`src/core/lphy_pkg.sv`:
```
package lphy_pkg;

  // ------------------------------------------------------------
  // Register offsets
  // ------------------------------------------------------------
  localparam logic [2:0] OFS_PORT_LINE_DATA  = 3'h0;
  localparam logic [2:0] OFS_PHY_CONTROL     = 3'h1;
  localparam logic [2:0] OFS_FACTORY_TEST_A  = 3'h2;
  localparam logic [2:0] OFS_SLEW_TIMEOUT    = 3'h3;
  localparam logic [2:0] OFS_FACTORY_TEST_B  = 3'h4;
  localparam logic [2:0] OFS_PHY_STATUS      = 3'h5;
  localparam logic [2:0] OFS_IRQ_ENABLE      = 3'h6;
  localparam logic [2:0] OFS_IRQ_FLAGS       = 3'h7;

  // ------------------------------------------------------------
  // Field positions
  // ------------------------------------------------------------
  localparam int BIT_TX_DRIVE     = 1;
  localparam int BIT_RX_LEVEL     = 0;
  localparam int BIT_PHY_ENABLE   = 3;
  localparam int BIT_LISTEN_ONLY  = 2;
  localparam int BIT_WAKEUP_EN    = 1;
  localparam int BIT_STRONG_PU    = 0;
  localparam int BIT_DT_DISABLE   = 7;
  localparam int BIT_SLEW_HI      = 1;
  localparam int BIT_SLEW_LO      = 0;
  localparam int BIT_DT_STATUS    = 7;
  localparam int BIT_DT_EVENT     = 7;
  localparam int BIT_OC_EVENT     = 6;

  // ------------------------------------------------------------
  // Reset values
  // ------------------------------------------------------------
  localparam logic       RST_TX_DRIVE = 1'h1;
  localparam logic [3:0] RST_CONTROL  = 4'h0;
  localparam logic [7:0] RST_TEST     = 8'h00;
  localparam logic       RST_DT_DIS   = 1'h0;
  localparam logic [1:0] RST_SLEW     = 2'h0;
  localparam logic [1:0] RST_IRQ      = 2'h0;
  localparam logic [7:0] RD_ZERO      = 8'h00;

  // ------------------------------------------------------------
  // Types
  // ------------------------------------------------------------
  typedef enum logic [1:0] {
    LPHY_SHUTDOWN,
    LPHY_NORMAL,
    LPHY_LISTEN,
    LPHY_STANDBY
  } lphy_mode_t;

  typedef struct packed {
    logic [2:0] addr;
    logic [7:0] wdata;
    logic       wr;
    logic       rd;
  } lphy_bus_req_t;

  typedef struct packed {
    logic phy_enable_bit;
    logic listen_only_bit;
    logic wakeup_enable_bit;
    logic strong_pullup_select;
  } lphy_ctrl_t;

  typedef struct packed {
    logic [1:0] slew_select;
    logic       dominant_timeout_disable;
    logic       strong_pullup_on;
    logic       wakeup_armed;
  } lphy_phy_cfg_t;

endpackage : lphy_pkg

```
`src/core/lphy_regs.sv`:
```
// Behaviour
// Block decodes only the register offset; base is added at chip level.
// Bit 1 of port_line_data drives the transceiver transmit input.
// Bit 0 of port_line_data reads the live receive output; writes ignored.
// port_line_data and phy_control are readable and writable any time.
// phy_enable_bit set leaves shutdown; cleared enters shutdown.
// In shutdown only the weak pullup holds the bus recessive.
// All registers stay accessible during shutdown.
// listen_only_bit selects receive-only operation when set.
// wakeup_enable_bit enables bus wake-up during standby.
// strong_pullup_select requests the stronger pullup; cleared means weak only.
// No strong pullup in shutdown or in standby with wake-up disabled.
// factory_test_a always readable, writable only in special mode.
// Software should not write the factory test bits.
// Transmit input used only in normal mode, ignored otherwise.
// In standby receive output is off except wake-up pulses when enabled.
// Timeout-disable and slew fields writable only while in shutdown.
// Writing one clears an interrupt flag; writing zero leaves it.
// Unimplemented bits read zero and ignore writes.
// Enabled and not standby: normal if listen_only clear, else receive-only.
//
// The implementer's own choice: strobed register access.
`timescale 1ns/1ps
`default_nettype none

module lphy_regs
  import lphy_pkg::*;
(
  // Clock and reset
  input  wire logic          mclk,
  input  wire logic          rst_b,
  // Register port
  input  wire logic [2:0]    reg_addr,
  input  wire logic [7:0]    reg_wdata,
  input  wire logic          reg_wr,
  input  wire logic          reg_rd,
  output var  logic [7:0]    reg_rdata,
  // Chip level
  input  wire logic          special_mode,
  input  wire logic          chip_standby,
  // Transceiver front end
  input  wire logic          phy_rx_output,
  input  wire logic          wake_pulse,
  input  wire logic          dominant_timeout_event,
  input  wire logic          dominant_timeout_level,
  input  wire logic          overcurrent_event,
  output var  logic          phy_tx_input,
  output var  logic          rx_to_serial,
  output var  lphy_mode_t    phy_mode,
  output var  lphy_phy_cfg_t phy_cfg,
  output var  logic [7:0]    factory_test_a,
  output var  logic [7:0]    factory_test_b,
  // Interrupt
  output var  logic          irq
);

  // ------------------------------------------------------------
  // Reset release
  // ------------------------------------------------------------
  logic rst_meta_b;
  logic rst_sync_b;

  always_ff @(posedge mclk or negedge rst_b) begin
    if (!rst_b) begin
      rst_meta_b <= 1'b0;
      rst_sync_b <= 1'b0;
    end else begin
      rst_meta_b <= 1'b1;
      rst_sync_b <= rst_meta_b;
    end
  end

  // ------------------------------------------------------------
  // State
  // ------------------------------------------------------------
  typedef struct packed {
    logic          tx_drive_bit;
    lphy_ctrl_t    ctrl;
    logic [7:0]    test_a;
    logic [7:0]    test_b;
    logic          dt_dis;
    logic [1:0]    slew;
    logic [1:0]    irq_en;
    logic [1:0]    flags;
    logic [7:0]    rdata;
    logic          tx_out;
    logic          rx_out;
    lphy_mode_t    mode;
    lphy_phy_cfg_t cfg;
    logic          irq;
  } lphy_state_t;

  lphy_state_t   st;
  lphy_state_t   next_st;
  lphy_bus_req_t req;
  lphy_mode_t    mode_now;
  logic          strong_now;

  assign req = '{addr: reg_addr, wdata: reg_wdata, wr: reg_wr, rd: reg_rd};

  // ------------------------------------------------------------
  // Mode decode
  // ------------------------------------------------------------
  always_comb begin
    if (!st.ctrl.phy_enable_bit) begin
      mode_now = LPHY_SHUTDOWN;
    end else if (chip_standby) begin
      mode_now = LPHY_STANDBY;
    end else if (st.ctrl.listen_only_bit) begin
      mode_now = LPHY_LISTEN;
    end else begin
      mode_now = LPHY_NORMAL;
    end
    // Weak pullup only unless enabled and not in a dead standby
    strong_now = st.ctrl.strong_pullup_select & st.ctrl.phy_enable_bit
               & ~(chip_standby & ~st.ctrl.wakeup_enable_bit);
  end

  // ------------------------------------------------------------
  // Next state
  // ------------------------------------------------------------
  always_comb begin
    next_st = st;
    if (req.wr) begin
      case (req.addr)
        OFS_PORT_LINE_DATA: begin
          next_st.tx_drive_bit = req.wdata[BIT_TX_DRIVE];
        end
        OFS_PHY_CONTROL: begin
          next_st.ctrl = lphy_ctrl_t'(req.wdata[3:0]);
        end
        OFS_FACTORY_TEST_A: begin
          if (special_mode) begin
            next_st.test_a = req.wdata;
          end
        end
        OFS_SLEW_TIMEOUT: begin
          if (!st.ctrl.phy_enable_bit) begin
            next_st.dt_dis = req.wdata[BIT_DT_DISABLE];
            next_st.slew   = req.wdata[BIT_SLEW_HI:BIT_SLEW_LO];
          end
        end
        OFS_FACTORY_TEST_B: begin
          if (special_mode) begin
            next_st.test_b = req.wdata;
          end
        end
        OFS_IRQ_ENABLE: begin
          next_st.irq_en = req.wdata[BIT_DT_EVENT:BIT_OC_EVENT];
        end
        OFS_IRQ_FLAGS: begin
          next_st.flags = st.flags & ~req.wdata[BIT_DT_EVENT:BIT_OC_EVENT];
        end
        default: begin
          next_st.flags = st.flags;
        end
      endcase
    end
    // Events set after the clear so a same-cycle event wins
    if (dominant_timeout_event || dominant_timeout_level) begin
      next_st.flags[1] = 1'b1;
    end
    if (overcurrent_event) begin
      next_st.flags[0] = 1'b1;
    end

    next_st.rdata = RD_ZERO;
    if (req.rd) begin
      case (req.addr)
        OFS_PORT_LINE_DATA: begin
          next_st.rdata[BIT_TX_DRIVE] = st.tx_drive_bit;
          next_st.rdata[BIT_RX_LEVEL] = phy_rx_output;
        end
        OFS_PHY_CONTROL: begin
          next_st.rdata[3:0] = st.ctrl;
        end
        OFS_FACTORY_TEST_A: begin
          next_st.rdata = st.test_a;
        end
        OFS_SLEW_TIMEOUT: begin
          next_st.rdata[BIT_DT_DISABLE]          = st.dt_dis;
          next_st.rdata[BIT_SLEW_HI:BIT_SLEW_LO] = st.slew;
        end
        OFS_FACTORY_TEST_B: begin
          next_st.rdata = st.test_b;
        end
        OFS_PHY_STATUS: begin
          next_st.rdata[BIT_DT_STATUS] = dominant_timeout_level;
        end
        OFS_IRQ_ENABLE: begin
          next_st.rdata[BIT_DT_EVENT:BIT_OC_EVENT] = st.irq_en;
        end
        OFS_IRQ_FLAGS: begin
          next_st.rdata[BIT_DT_EVENT:BIT_OC_EVENT] = st.flags;
        end
        default: begin
          next_st.rdata = RD_ZERO;
        end
      endcase
    end

    // Transceiver side
    next_st.mode   = mode_now;
    next_st.tx_out = (mode_now == LPHY_NORMAL) ? st.tx_drive_bit : 1'b1;
    if (mode_now == LPHY_STANDBY) begin
      next_st.rx_out = ~(st.ctrl.wakeup_enable_bit & wake_pulse);
    end else begin
      next_st.rx_out = phy_rx_output;
    end
    next_st.cfg.slew_select              = st.slew;
    next_st.cfg.dominant_timeout_disable = st.dt_dis;
    next_st.cfg.strong_pullup_on         = strong_now;
    next_st.cfg.wakeup_armed             = st.ctrl.wakeup_enable_bit
                                         & (mode_now == LPHY_STANDBY);
    next_st.irq = |(st.flags & st.irq_en);
  end

  always_ff @(posedge mclk or negedge rst_sync_b) begin
    if (!rst_sync_b) begin
      st.tx_drive_bit <= RST_TX_DRIVE;
      st.ctrl         <= lphy_ctrl_t'(RST_CONTROL);
      st.test_a       <= RST_TEST;
      st.test_b       <= RST_TEST;
      st.dt_dis       <= RST_DT_DIS;
      st.slew         <= RST_SLEW;
      st.irq_en       <= RST_IRQ;
      st.flags        <= RST_IRQ;
      st.rdata        <= RD_ZERO;
      st.tx_out       <= 1'b1;
      st.rx_out       <= 1'b1;
      st.mode         <= LPHY_SHUTDOWN;
      st.cfg          <= '0;
      st.irq          <= 1'b0;
    end else begin
      st <= next_st;
    end
  end

  // ------------------------------------------------------------
  // Outputs
  // ------------------------------------------------------------
  assign reg_rdata      = st.rdata;
  assign phy_tx_input   = st.tx_out;
  assign rx_to_serial   = st.rx_out;
  assign phy_mode       = st.mode;
  assign phy_cfg        = st.cfg;
  assign factory_test_a = st.test_a;
  assign factory_test_b = st.test_b;
  assign irq            = st.irq;
endmodule : lphy_regs

`default_nettype wire

```
`config.mk`:
```
export PLATFORM = sky130hd
export DESIGN_NAME = lphy_regs
export DESIGN_NICKNAME = d
export VERILOG_FILES = /design/src/core/lphy_pkg.sv /design/src/core/lphy_regs.sv
export SDC_FILE = /design/constraint.sdc
export NUM_CORES = 1
export LEC_CHECK = 0
export BUFFER_PORTS_ARGS = -buffer_cell sky130_fd_sc_hd__buf_2
export CAP_MARGIN = 20
export CORE_UTILIZATION = 35
export DETAILED_ROUTE_END_ITERATION = 10
export PLACE_DENSITY = 0.59
export SYNTH_ARGS = -nofsm -noshare
export SYNTH_HDL_FRONTEND = slang
export SYNTH_SLANG_ARGS = --single-unit
```
`constraint.sdc`:
```
create_clock -name mclk -period 3.8 [get_ports mclk]
set_input_delay 0.76 -clock mclk [delete_from_list [all_inputs] [get_ports mclk]]
set_output_delay 0.76 -clock mclk [all_outputs]
set_load 0.01 [all_outputs]
```
# --- Word-level counts from Yosys, hierarchy flattened ---
# Index checks and enable logic that the tools add are counted.
word_totals:
  register_bits: 48
  inputBits: 22
  out_inout_bits: 34
  word_cells: 74
classes:
  n_eq_ne: 9
  muxes: 15
  bitwise_logic: 12
  n_reduce_logical: 15
op_table:
  columns: ["cell", "n"]
  rows:
  - ["$eq A3 B3 Y1 const B", 4]
  - ["$mux W2", 5]
  - ["$pmux W2 S5", 1]
  - ["$reduce_and A2 Y1", 5]
  - ["$reduce_and A3 Y1", 3]
  - ["$mux W8", 1]
  - ["$reduce_bool A2 Y1", 4]
  - ["$eq A3 B2 Y1 const B", 2]
  - ["$pmux W1 S6", 1]
  - ["$pmux W2 S3", 1]
  - ["$and A1 B1 Y1", 5]
  - ["$and A2 B2 Y2", 2]
  - ["$mux W1", 4]
  - ["$not A1 Y1", 4]
  - ["$pmux W1 S4", 1]
  - ["$pmux W2 S2", 1]
  - ["$eq A3 B1 Y1 const B", 1]
  - ["$logic_not A3 Y1", 1]
  - ["$eq A2 B1 Y1 const B", 1]
  - ["$eq A2 B2 Y1 const B", 1]
  - ["$not A2 Y2", 1]
  - ["$reduce_or A2 Y1", 1]
  - ["$logic_or A1 B1 Y1", 1]

# --- Longest topological paths before layout ---
# Gate-level depths: netlist of the first run.
logic_depth:
  word_depth: 5
  depth_mapped: 5
  ltp_nobuf: 3

# --- Least setup slack after synthesis of the first run ---
# OpenSTA, ideal clock, no wires.
synth_path:
  path_kind: "input -> register"
  start: "input reg_addr[1]"
  end: "register st, in the netlist reg_rdata[7]"
  setup_ps: 135
  arrival_time_ps: 1565
  required_time_ps: 3665
  path_slack_ps: 2100
  cell_stages: 4
  n_path_buf: 1
  path_cell_list: "buf_6 mux2_2 a2111oi_2 a211oi_1"
synth_rtl:
  columns: ["item", "line_no", "text"]
  rows:
  - ["start: declaration", "lphy_regs.sv:33", "input wire logic [2:0] reg_addr,"]
  - ["end signal: assignment", "lphy_regs.sv:235", "st <= next_st;"]
  - ["end: declaration", "lphy_regs.sv:93", "lphy_state_t st;"]

# --- Worst setup path in the final report of the first run ---
layout_path:
  start: "input reg_addr[0]"
  end: "register st, in the netlist factory_test_a[2]"
layout_between:
  elab_chain_cells: 2
layout_rtl:
  columns: ["item", "line_no", "text"]
  rows:
  - ["$eq A3 B2 Y1", "lphy_regs.sv:125", "case (req.addr)"]
  - ["$reduce_and A3 Y1 (no source line)", null, null]
# Every way passes these cells.
# A chain may end at the register's enable or synchronous reset.

==> results.ini, run 1 <==
[clocking]
post_cts_buffers=0
cts_buffers=5
root_buffer=clkbuf_8
cts_resized=0
clock_path_buffers=2
clkSinkCount=48
clock_latency_ns=0.29
cts_tree=done
path_clk_slew_ns=0.08
cts_max_level=2
cts_hold_buf=0

[sta]
setup-violations-final=0
period_minus_slack_ns=1.80
setup_tns_ns=0
rsz0062_at_grt=false
hold_viol=0
skew_ns=0.00850
fin_crit_sh=0.473
slew_violations=0
max_freq_mhz=556

[global_routing]
grt_usage=0.138
grt_pass1_wl_microns=7420
grt_max_degree=47
first_global_vias=1440
grt-ovfl-total=0
antenna_found_initial=0

[critical_path]
cp_data_required_time_ns=3.98
crit_family=simple AND/OR/NAND/NOR gates
endpoint_kind=flip-flop
regToRegSetupSlack_ns=2.48
crit_type=primary input to flip-flop
crit_path_max_incr_delay_ns=0.36
path_max_fanout=23
path_buf_inv=1
path_cells=buf_2 -> and2b_2 -> nand4b_4 -> mux2_2
startpoint_type=primary input
crit_arrival_ns=1.97
crit_slowest_cell=mux2_2

[final_layout]
final_common_cell=buf_2
fill_cells=642
synthToLayoutAreaGrowth_pct=8.28
drive_gt1_frac=0.500
stdcell_count=285
layout_common_cells=buf_2 (55), dfrtp_1 (44), mux2_2 (27)
layout.nets=229
antenna_cells=0

[floorplanning]
die_h_microns=83.5
initial_core_util=0.364
die_x_microns=83.5
pin_count=56
core_area_sq_um=6390
row_count=29
die-area_sq_um=6980

[drt]
drt_iter0_drc=91
wl_per_cell_microns=15.7
wl_microns=4490
drc=0
vias=1422
antenna_left=0
avgViaCountPerCell=4.99
first_pass_iters=4

[power]
p_leak_nw=1.22
powerDensity_nw_per_um2=490
vdd_drop_max_uv=223

[place]
placedCellCount=276
gp_congestion=0.772
hpwl_microns=3200
portBuffers=55

[outcome]
status=completed

[synth]
syn_area_sq_um=2330
synth_cells=182
synthArstFlopShare=1.00
avgSynthCellArea_sq_um=12.8
synth.distinct_cells=42
synth_fp_nets=204
ys_ff_latch=48
synthFlopType=dfrtp_1
ys_seq_area_frac=0.518
synth_edf_count=0
yosysWarnings=0

[hold_path]
hold_path_class=flip-flop to async pin

[job]
maxCapViolations=0

cells by family after synthesis:
| kind of cell | after synthesis | share of synthesized area |
|---|---|---|
| compound gates | 24 | 0.0791 |
| buf+inv | 41 | 0.126 |
| flops | 48 | 0.518 |
| mux | 32 | 0.158 |
| other cells | 1 | 0.00161 |
| simple gates | 36 | 0.118 |
Yosys cell counts (2+ instances only):
cell / n / share of area
and2_1: 3 / 0.0081
dfrtp_1: 45 / 0.48
dfstp_2: 3 / 0.034
buf_2: 3 / 0.0065
a211oi_1: 3 / 0.0097
o21ai_0: 3 / 0.0065
inv_1: 3 / 0.0048
nand2_1: 3 / 0.0048
mux2_2: 27 / 0.13
and4bb_2: 2 / 0.011
nand3b_1: 2 / 0.0065
a21oi_1: 4 / 0.0086
nand2b_1: 2 / 0.0054
and3b_1: 4 / 0.015
buf_4: 34 / 0.11
nor2b_1: 4 / 0.011
mux2i_1: 4 / 0.017
nor2_1: 5 / 0.0081
nand4_1: 2 / 0.0054
o211a_1: 2 / 0.0086
a22oi_1: 3 / 0.0097
registers in the layout, summed over array words and instances (netlist names):
name            flops
factory_test_a      8
next_st             3
factory_test_b      8
irq                 1
rx_to_serial        1
phy_mode            2
phy_tx_input        1
phy_cfg             5
reg_rdata           8
st                  9
rst_sync_b          1
rst_meta_b          1
worst paths after layout:
path                        startpoint                end  cells after the start
setup / recovery           reg_addr[0]  factory_test_a[2]                      4
min in group mclk           rst_meta_b         rst_sync_b                      0
hold / removal              rst_sync_b             st[42]                      0
max in group asynchronous   rst_sync_b       phy_tx_input                      1
hold reg to reg             rst_sync_b             st[42]                      0
setup reg to reg                st[44]         next_st[3]                      2
final cells by class:
class	count	area (sq um)	area share
sequential	48	1210	0.479
multi-input combinational	93	828	0.329
timing repair buffer	56	295	0.117
tap	77	96.3	0.0383
clock buffer	7	76.3	0.0303
inverter	3	11.3	0.00447
clock inverter	1	5.00	0.00199
per-stage QoR:
stage	area [sq um]	power, mW	hold WS [ns]	setup slack (ns)	utilization
global route	2520	1.31	0.218	1.95	0.394
floorplan	2330	0.926	0.331	2.10	-
finish	2520	1.23	0.216	2.00	0.394
global placement	2420	0.956	0.337	1.70	0.379
CTS	2500	1.25	0.227	2.02	0.391
detailed placement	2420	0.958	0.336	1.69	0.379
where the power goes:
part,total [mW],internal (mW),leakage (nW),switching (mW)
clock,0.286,0.129,0.0422,0.157
sequential,0.684,0.611,0.584,0.0732
combinational,0.264,0.141,0.592,0.123
per-layer routing:
metal  vias up  track usage  routed length, microns
li1        670            -                       -
met2        35        0.209                    2160
met1       710        0.191                    2060
met5         -            0                       0
met4         0       0.0508                      77
met3         7       0.0346                     187
worst register-to-register path, cell delays in order (launching register included):
cell and delay (ns):
dfrtp_1 0.49, nor3_2 0.36, mux2_2 0.37
(Power assumes the default switching activity.)
==> inputs of run 2 (changes only) <==
--- a/config.mk
+++ b/config.mk
@@ -5,11 +5,12 @@
 export SDC_FILE = /design/constraint.sdc
 export NUM_CORES = 1
 export LEC_CHECK = 0
+export ABC_AREA = 1
 export BUFFER_PORTS_ARGS = -buffer_cell sky130_fd_sc_hd__buf_2
 export CAP_MARGIN = 20
 export CORE_UTILIZATION = 35
 export DETAILED_ROUTE_END_ITERATION = 10
-export PLACE_DENSITY = 0.59
+export PLACE_DENSITY = 0.61
 export SYNTH_ARGS = -nofsm -noshare
 export SYNTH_HDL_FRONTEND = slang
 export SYNTH_SLANG_ARGS = --single-unit
==> constraint.sdc (replaced) <==
create_clock -name mclk -period 1.6 [get_ports mclk]
set_input_delay 0.32 -clock mclk [delete_from_list [all_inputs] [get_ports mclk]]
set_output_delay 0.32 -clock mclk [all_outputs]
set_load 0.01 [all_outputs]
==> results.ini, run 2 <==
[critical_path]
path_cells=buf_2
crit_family=flip-flops
cp_data_required_time_ns=1.28  ; -2.70 ns
crit_path_max_incr_delay_ns=0.52  ; +0.16 ns
endpoint_kind=primary output
crit_arrival_ns=0.93  ; -1.04 ns
startpoint_type=flip-flop
crit_slowest_cell=dfstp_2
path_buf_inv=1  ; unchanged
path_max_fanout=1  ; -96%
crit_type=flip-flop to primary output

[drt]
vias=1684  ; +18%
first_pass_iters=4  ; unchanged
drc=0  ; unchanged
antenna_left=0  ; unchanged
drt_iter0_drc=126  ; +38%
wl_per_cell_microns=12.8  ; -18%
wl_microns=4600  ; +2.5%
avgViaCountPerCell=4.70  ; -5.7%

[sta]
fin_crit_sh=0.781
rsz0062_at_grt=false
skew_ns=0.00818  ; -0.000317 ns
max_freq_mhz=801
hold_viol=0  ; unchanged
slew_violations=0  ; unchanged
setup_tns_ns=0  ; unchanged
period_minus_slack_ns=1.25
setup-violations-final=0  ; unchanged

[global_routing]
grt-ovfl-total=0  ; unchanged
grt_usage=0.146  ; +0.00788
first_global_vias=1587  ; +10%
grt_pass1_wl_microns=7780  ; +4.8%
grt_max_degree=47  ; unchanged
antenna_found_initial=0  ; unchanged

[final_layout]
final_area_sq_um=2540  ; +0.74%
antenna_cells=0  ; unchanged
largest_reg_flops=9  ; unchanged
regMostFlops=st
fill_cells=633  ; -1.4%
layout.nets=302  ; +32%
final_common_cell=buf_2
drive_gt1_frac=0.338  ; -0.162
synthToLayoutAreaGrowth_pct=10.0
layout_common_cells=buf_2 (55), nand2_1 (53), dfrtp_1 (44)

[clocking]
clkSinkCount=48  ; unchanged
cts_max_level=2  ; unchanged
path_clk_slew_ns=0.08  ; about the same
cts_tree=done
clock_latency_ns=0.30  ; about the same
cts_buffers=5  ; unchanged
root_buffer=clkbuf_8
cts_resized=0  ; unchanged
clock_path_buffers=2  ; unchanged

[synth]
synth_top_area_cell=dfrtp_1
synth_area_leaders=dfrtp_1 (49%), buf_4 (10%), nand2_1 (8.6%)
syn_area_sq_um=2310  ; -0.86%
avgSynthCellArea_sq_um=9.22  ; -28%
yosysMostFrequentCell=nand2_1
yosysWarnings=0  ; unchanged
synth.top_cells.by_count=nand2_1 (53), dfrtp_1 (45), buf_4 (31)
synth_cells=250  ; +37%
synth_top_area_share=0.488  ; +0.00420
ys_ff_latch=48  ; unchanged
synth_edf_count=0  ; unchanged
ys_seq_area_frac=0.523  ; +0.00450
synth.distinct_cells=24  ; -43%
synth_fp_nets=272  ; +33%
synthFlopType=dfrtp_1
synthArstFlopShare=1.00  ; unchanged

[power]
powerDensity_nw_per_um2=1120  ; +130%
swShare=0.296  ; +0.0103
p_sw_uw=841  ; +140%
p_comb_frac=0.200  ; -0.014
vdd_drop_max_uv=450  ; +100%
p_leak_nw=1.37  ; +12%
power.internal_mw=2.00  ; +130%
clockPowerShare=0.256  ; +0.024
power_frac_seq=0.544  ; -0.010

[hold_path]
hold_path_class=primary input to flip-flop

[floorplanning]
pin_count=56  ; unchanged
initial_core_util=0.363  ; -0.00107
row_count=29  ; unchanged
core_area_sq_um=6350  ; -0.57%
die-area_sq_um=6920  ; -0.84%
die_x_microns=83.2  ; -0.42%
die_h_microns=83.2  ; -0.42%

[place]
portBuffers=55  ; unchanged
gp_congestion=0.861  ; +12%
hpwl_microns=3420  ; +6.9%
postPlaceCellArea_sq_um=2440  ; +0.83%

[job]
maxCapViolations=0  ; unchanged

[outcome]
status=completed

## run 2: cell count changes after synthesis, moves of 13 or more
cell     before  now
nor2_1        5   18
o21ai_2       0   16
nand3_1       0   15
mux2_2       27    0
nand2_1       3   53
inv_1         3   23
## run 2: path summary, 6_finish.rpt
path                            slack (ns)  cells past startpoint            to         start
worst min register to register        0.23                      1        st[20]    rst_sync_b
max in group asynchronous             1.07                      1        st[45]    rst_sync_b
worst min-delay path                  0.15                      2  rx_to_serial    wake_pulse
worst max register to register        0.60                      4    next_st[5]        st[44]
min in group asynchronous             0.23                      1        st[20]    rst_sync_b
worst max-delay path                  0.35                      1  phy_tx_input  phy_tx_input
## run 2: routing by layer
metal / part of all wire / global-route usage
met1: 0.44 / 0.188
met4: 0.017 / 0.0564
met5: 0 / 0
met3: 0.065 / 0.0437
met2: 0.48 / 0.230
## run 2: cell families after synthesis
family	share of synthesized area
simple gates	0.208
buf+inv	0.159
flops	0.523
compound gates	0.109
other cells	0.00163
## run 2: timing repair
item                       4_1_cts  5_1_grt
hold buffers                     1        0
buffers inserted                 0        0
setup endpoints to repair        0        0
hold endpoints to repair         2        0
## run 2: area by class of cell
class,count,area [sq um],share of cell area
Sequential cell,48,1210,0.475
Multi-Input combinational cell,142,734,0.289
Timing Repair Buffer,59,320,0.126
Tap cell,77,96.3,0.0380
Clock buffer,8,90.1,0.0355
Inverter,24,90.1,0.0355
## run 2: power groups by stage
| stage | registers [mW] | logic, mW | clock network [mW] |
|---|---|---|---|
| 5_1_grt | 1.57 | 0.637 | 0.806 |
| 3_5_place_dp | 1.57 | 0.576 | 0 |
| 3_3_place_gp | 1.57 | 0.565 | 0 |
| 6_report | 1.55 | 0.567 | 0.727 |
| 4_1_cts | 1.55 | 0.579 | 0.745 |
| 2_1_floorplan | 1.55 | 0.505 | 0 |
## run 2: stage by stage
step	setup WS, ns	instances	total power [mW]	utilization	hold WS, ns
2_1_floorplan	0.170	250	2.05	-	0.0244
3_3_place_gp	0.137	349	2.14	0.384	0.104
3_5_place_dp	0.129	349	2.15	0.384	0.109
4_1_cts	0.339	358	2.87	0.400	0.150
5_1_grt	0.301	358	3.02	0.400	0.155
6_report	0.351	358	2.84	0.400	0.153
==> inputs of run 3 (changes only) <==
==> constraint.sdc (replaced) <==
create_clock -name mclk -period 1 [get_ports mclk]
set_input_delay 0.2 -clock mclk [delete_from_list [all_inputs] [get_ports mclk]]
set_output_delay 0.2 -clock mclk [all_outputs]
set_load 0.01 [all_outputs]
==> results.ini, run 3 (synthesis results as in run 2) <==
[job]
maxCapViolations=0  ; unchanged

[final_layout]
drive_gt1_frac=0.431  ; +0.0932
antenna_cells=0  ; unchanged
layout.nets=334  ; +11%
regMostFlops=st
final_area_sq_um=2860  ; +13%
synthToLayoutAreaGrowth_pct=24.1
layout_common_cells=nand2_1 (52), buf_2 (51), dfrtp_1 (44)
final_common_cell=nand2_1
largest_reg_flops=9  ; unchanged

[critical_path]
cp_data_required_time_ns=0.80  ; -0.48 ns
path_cells=buf_6
crit_start=rx_to_serial
crit_cells=1  ; unchanged
crit_family=flip-flops
startpoint_type=flip-flop
rr_startpoint=factory_test_a[0]
worstRegToRegCells=5  ; +1
path_buf_inv=1  ; unchanged
regToRegSetupSlack_ns=0.07  ; -0.53 ns
path_max_fanout=1  ; unchanged
crit_type=flip-flop to primary output
crit_arrival_ns=0.93  ; about the same
crit_path_max_incr_delay_ns=0.53  ; about the same
crit_slowest_cell=dfstp_2
endpoint_kind=primary output

[floorplanning]
die-area_sq_um=6920  ; unchanged
die_h_microns=83.2  ; unchanged
core_area_sq_um=6350  ; unchanged
initial_core_util=0.363  ; unchanged
row_count=29  ; unchanged
die_x_microns=83.2  ; unchanged
pin_count=56  ; unchanged

[sta]
setup_slack_ns=-0.127  ; -0.478 ns
hold_viol=0  ; unchanged
max_freq_mhz=888
rsz0062_at_grt=true
setup_tns_ns=-0.837  ; -0.837 ns
period_minus_slack_ns=1.13
slew_violations=0  ; unchanged
setup-violations-final=22  ; +22
skew_ns=0.00563  ; -0.00255 ns
fin_crit_sh=1.13

[clocking]
path_clk_slew_ns=0.09  ; about the same
clkSinkCount=48  ; unchanged
root_buffer=clkbuf_8
cts_max_level=2  ; unchanged
cts_buffers=5  ; unchanged
cts_tree=done
clock_latency_ns=0.30  ; about the same
clock_path_buffers=2  ; unchanged

[drt]
avgViaCountPerCell=4.64  ; -1.4%
wl_microns=4870  ; +5.9%
wl_per_cell_microns=12.5  ; -2.8%
highest_layer=met4
drc=0  ; unchanged
drt_iter0_drc=111  ; -12%
first_pass_iters=5  ; +1
dr_wl_met3_microns=258  ; -14%
wl_met2_microns=2410  ; +9.5%
wl_met1_microns=2140  ; +6.3%
vias=1809  ; +7.4%
antenna_left=0  ; unchanged

[outcome]
status=finished with violations
violations=setup timing

[power]
powerDensity_nw_per_um2=1800  ; +61%
vdd_drop_max_uv=654  ; +45%
p_leak_nw=1.56  ; +14%

[global_routing]
grt_pass1_wl_microns=8180  ; +5.1%
first_global_vias=1748  ; +10%
antenna_found_initial=0  ; unchanged
grt_usage=0.152  ; +0.00613
grt_max_degree=47  ; unchanged
grt-ovfl-total=0  ; unchanged

[place]
portBuffers=55  ; unchanged
postPlaceCellArea_sq_um=2550  ; +4.6%
gp_congestion=0.938  ; +8.9%
hpwl_microns=3610  ; +5.5%

[hold_path]
hold_start=wake_pulse
hold_path_class=primary input to flip-flop
hold_depth=2  ; unchanged

run 3: changes by cell type in the layout (fill, tap and decap cells not counted), moves of 2 or more:
| cell | change |
|---|---|
| buf_2 | -4 |
| clkbuf_1 | -2 |
| buf_4 | +30 |
| buf_6 | +6 |
| nand3_2 | +2 |
| nand3_1 | -2 |
run 3: layout make-up:
class	instances	area, sq um
clock inverter	2	38.8
sequential	48	1210
multi-input combinational	142	754
tap	77	96.3
fill	625	3490
clock buffer	6	82.6
timing repair buffer	91	593
inverter	24	90.1
run 3: through the flow:
step / total power [mW] / setup slack (ns) / hold slack [ns] / std cells / util
final: 5.14 / -0.127 / 0.0315 / 390 / 0.451
after global routing: 5.44 / -0.163 / 0.0345 / 390 / 0.451
after CTS: 5.17 / -0.134 / 0.0292 / 389 / 0.445
after detailed placement: 3.48 / -0.198 / -0.0103 / 364 / 0.402
after global placement: 3.46 / -0.192 / -0.0155 / 364 / 0.402
after floorplan: 3.28 / -0.000449 / -0.0956 / 250 / -
run 3: where the power goes:
part | switching (mW) | internal (mW)
combinational | 0.630 | 0.625
sequential | 0.180 | 2.25
clock | 0.644 | 0.818
run 3: worst paths after layout:
check | endpoint
max | rx_to_serial
min in group asynchronous | rst_sync_b
min reg2reg | reg_rdata[6]
max in group asynchronous | phy_tx_input
max reg2reg | reg_rdata[0]
min | rx_to_serial
run 3: what timing repair did:
item | in CTS | in global routing
setup buffers | 16 | 1
hold buffers | 1 | 0
endpoints found under the hold margin | 2 | 0
endpoints found under the setup margin | 30 | 39
pin swaps | 0 | 6
gates resized for setup | 4 | 8
run 3: routing by layer:
metal  vias to the layer above  GRT usage
met4                         0     0.0408
met5                         -          0
li1                        896          -
met2                        53      0.254
met3                         5     0.0398
met1                       855      0.194
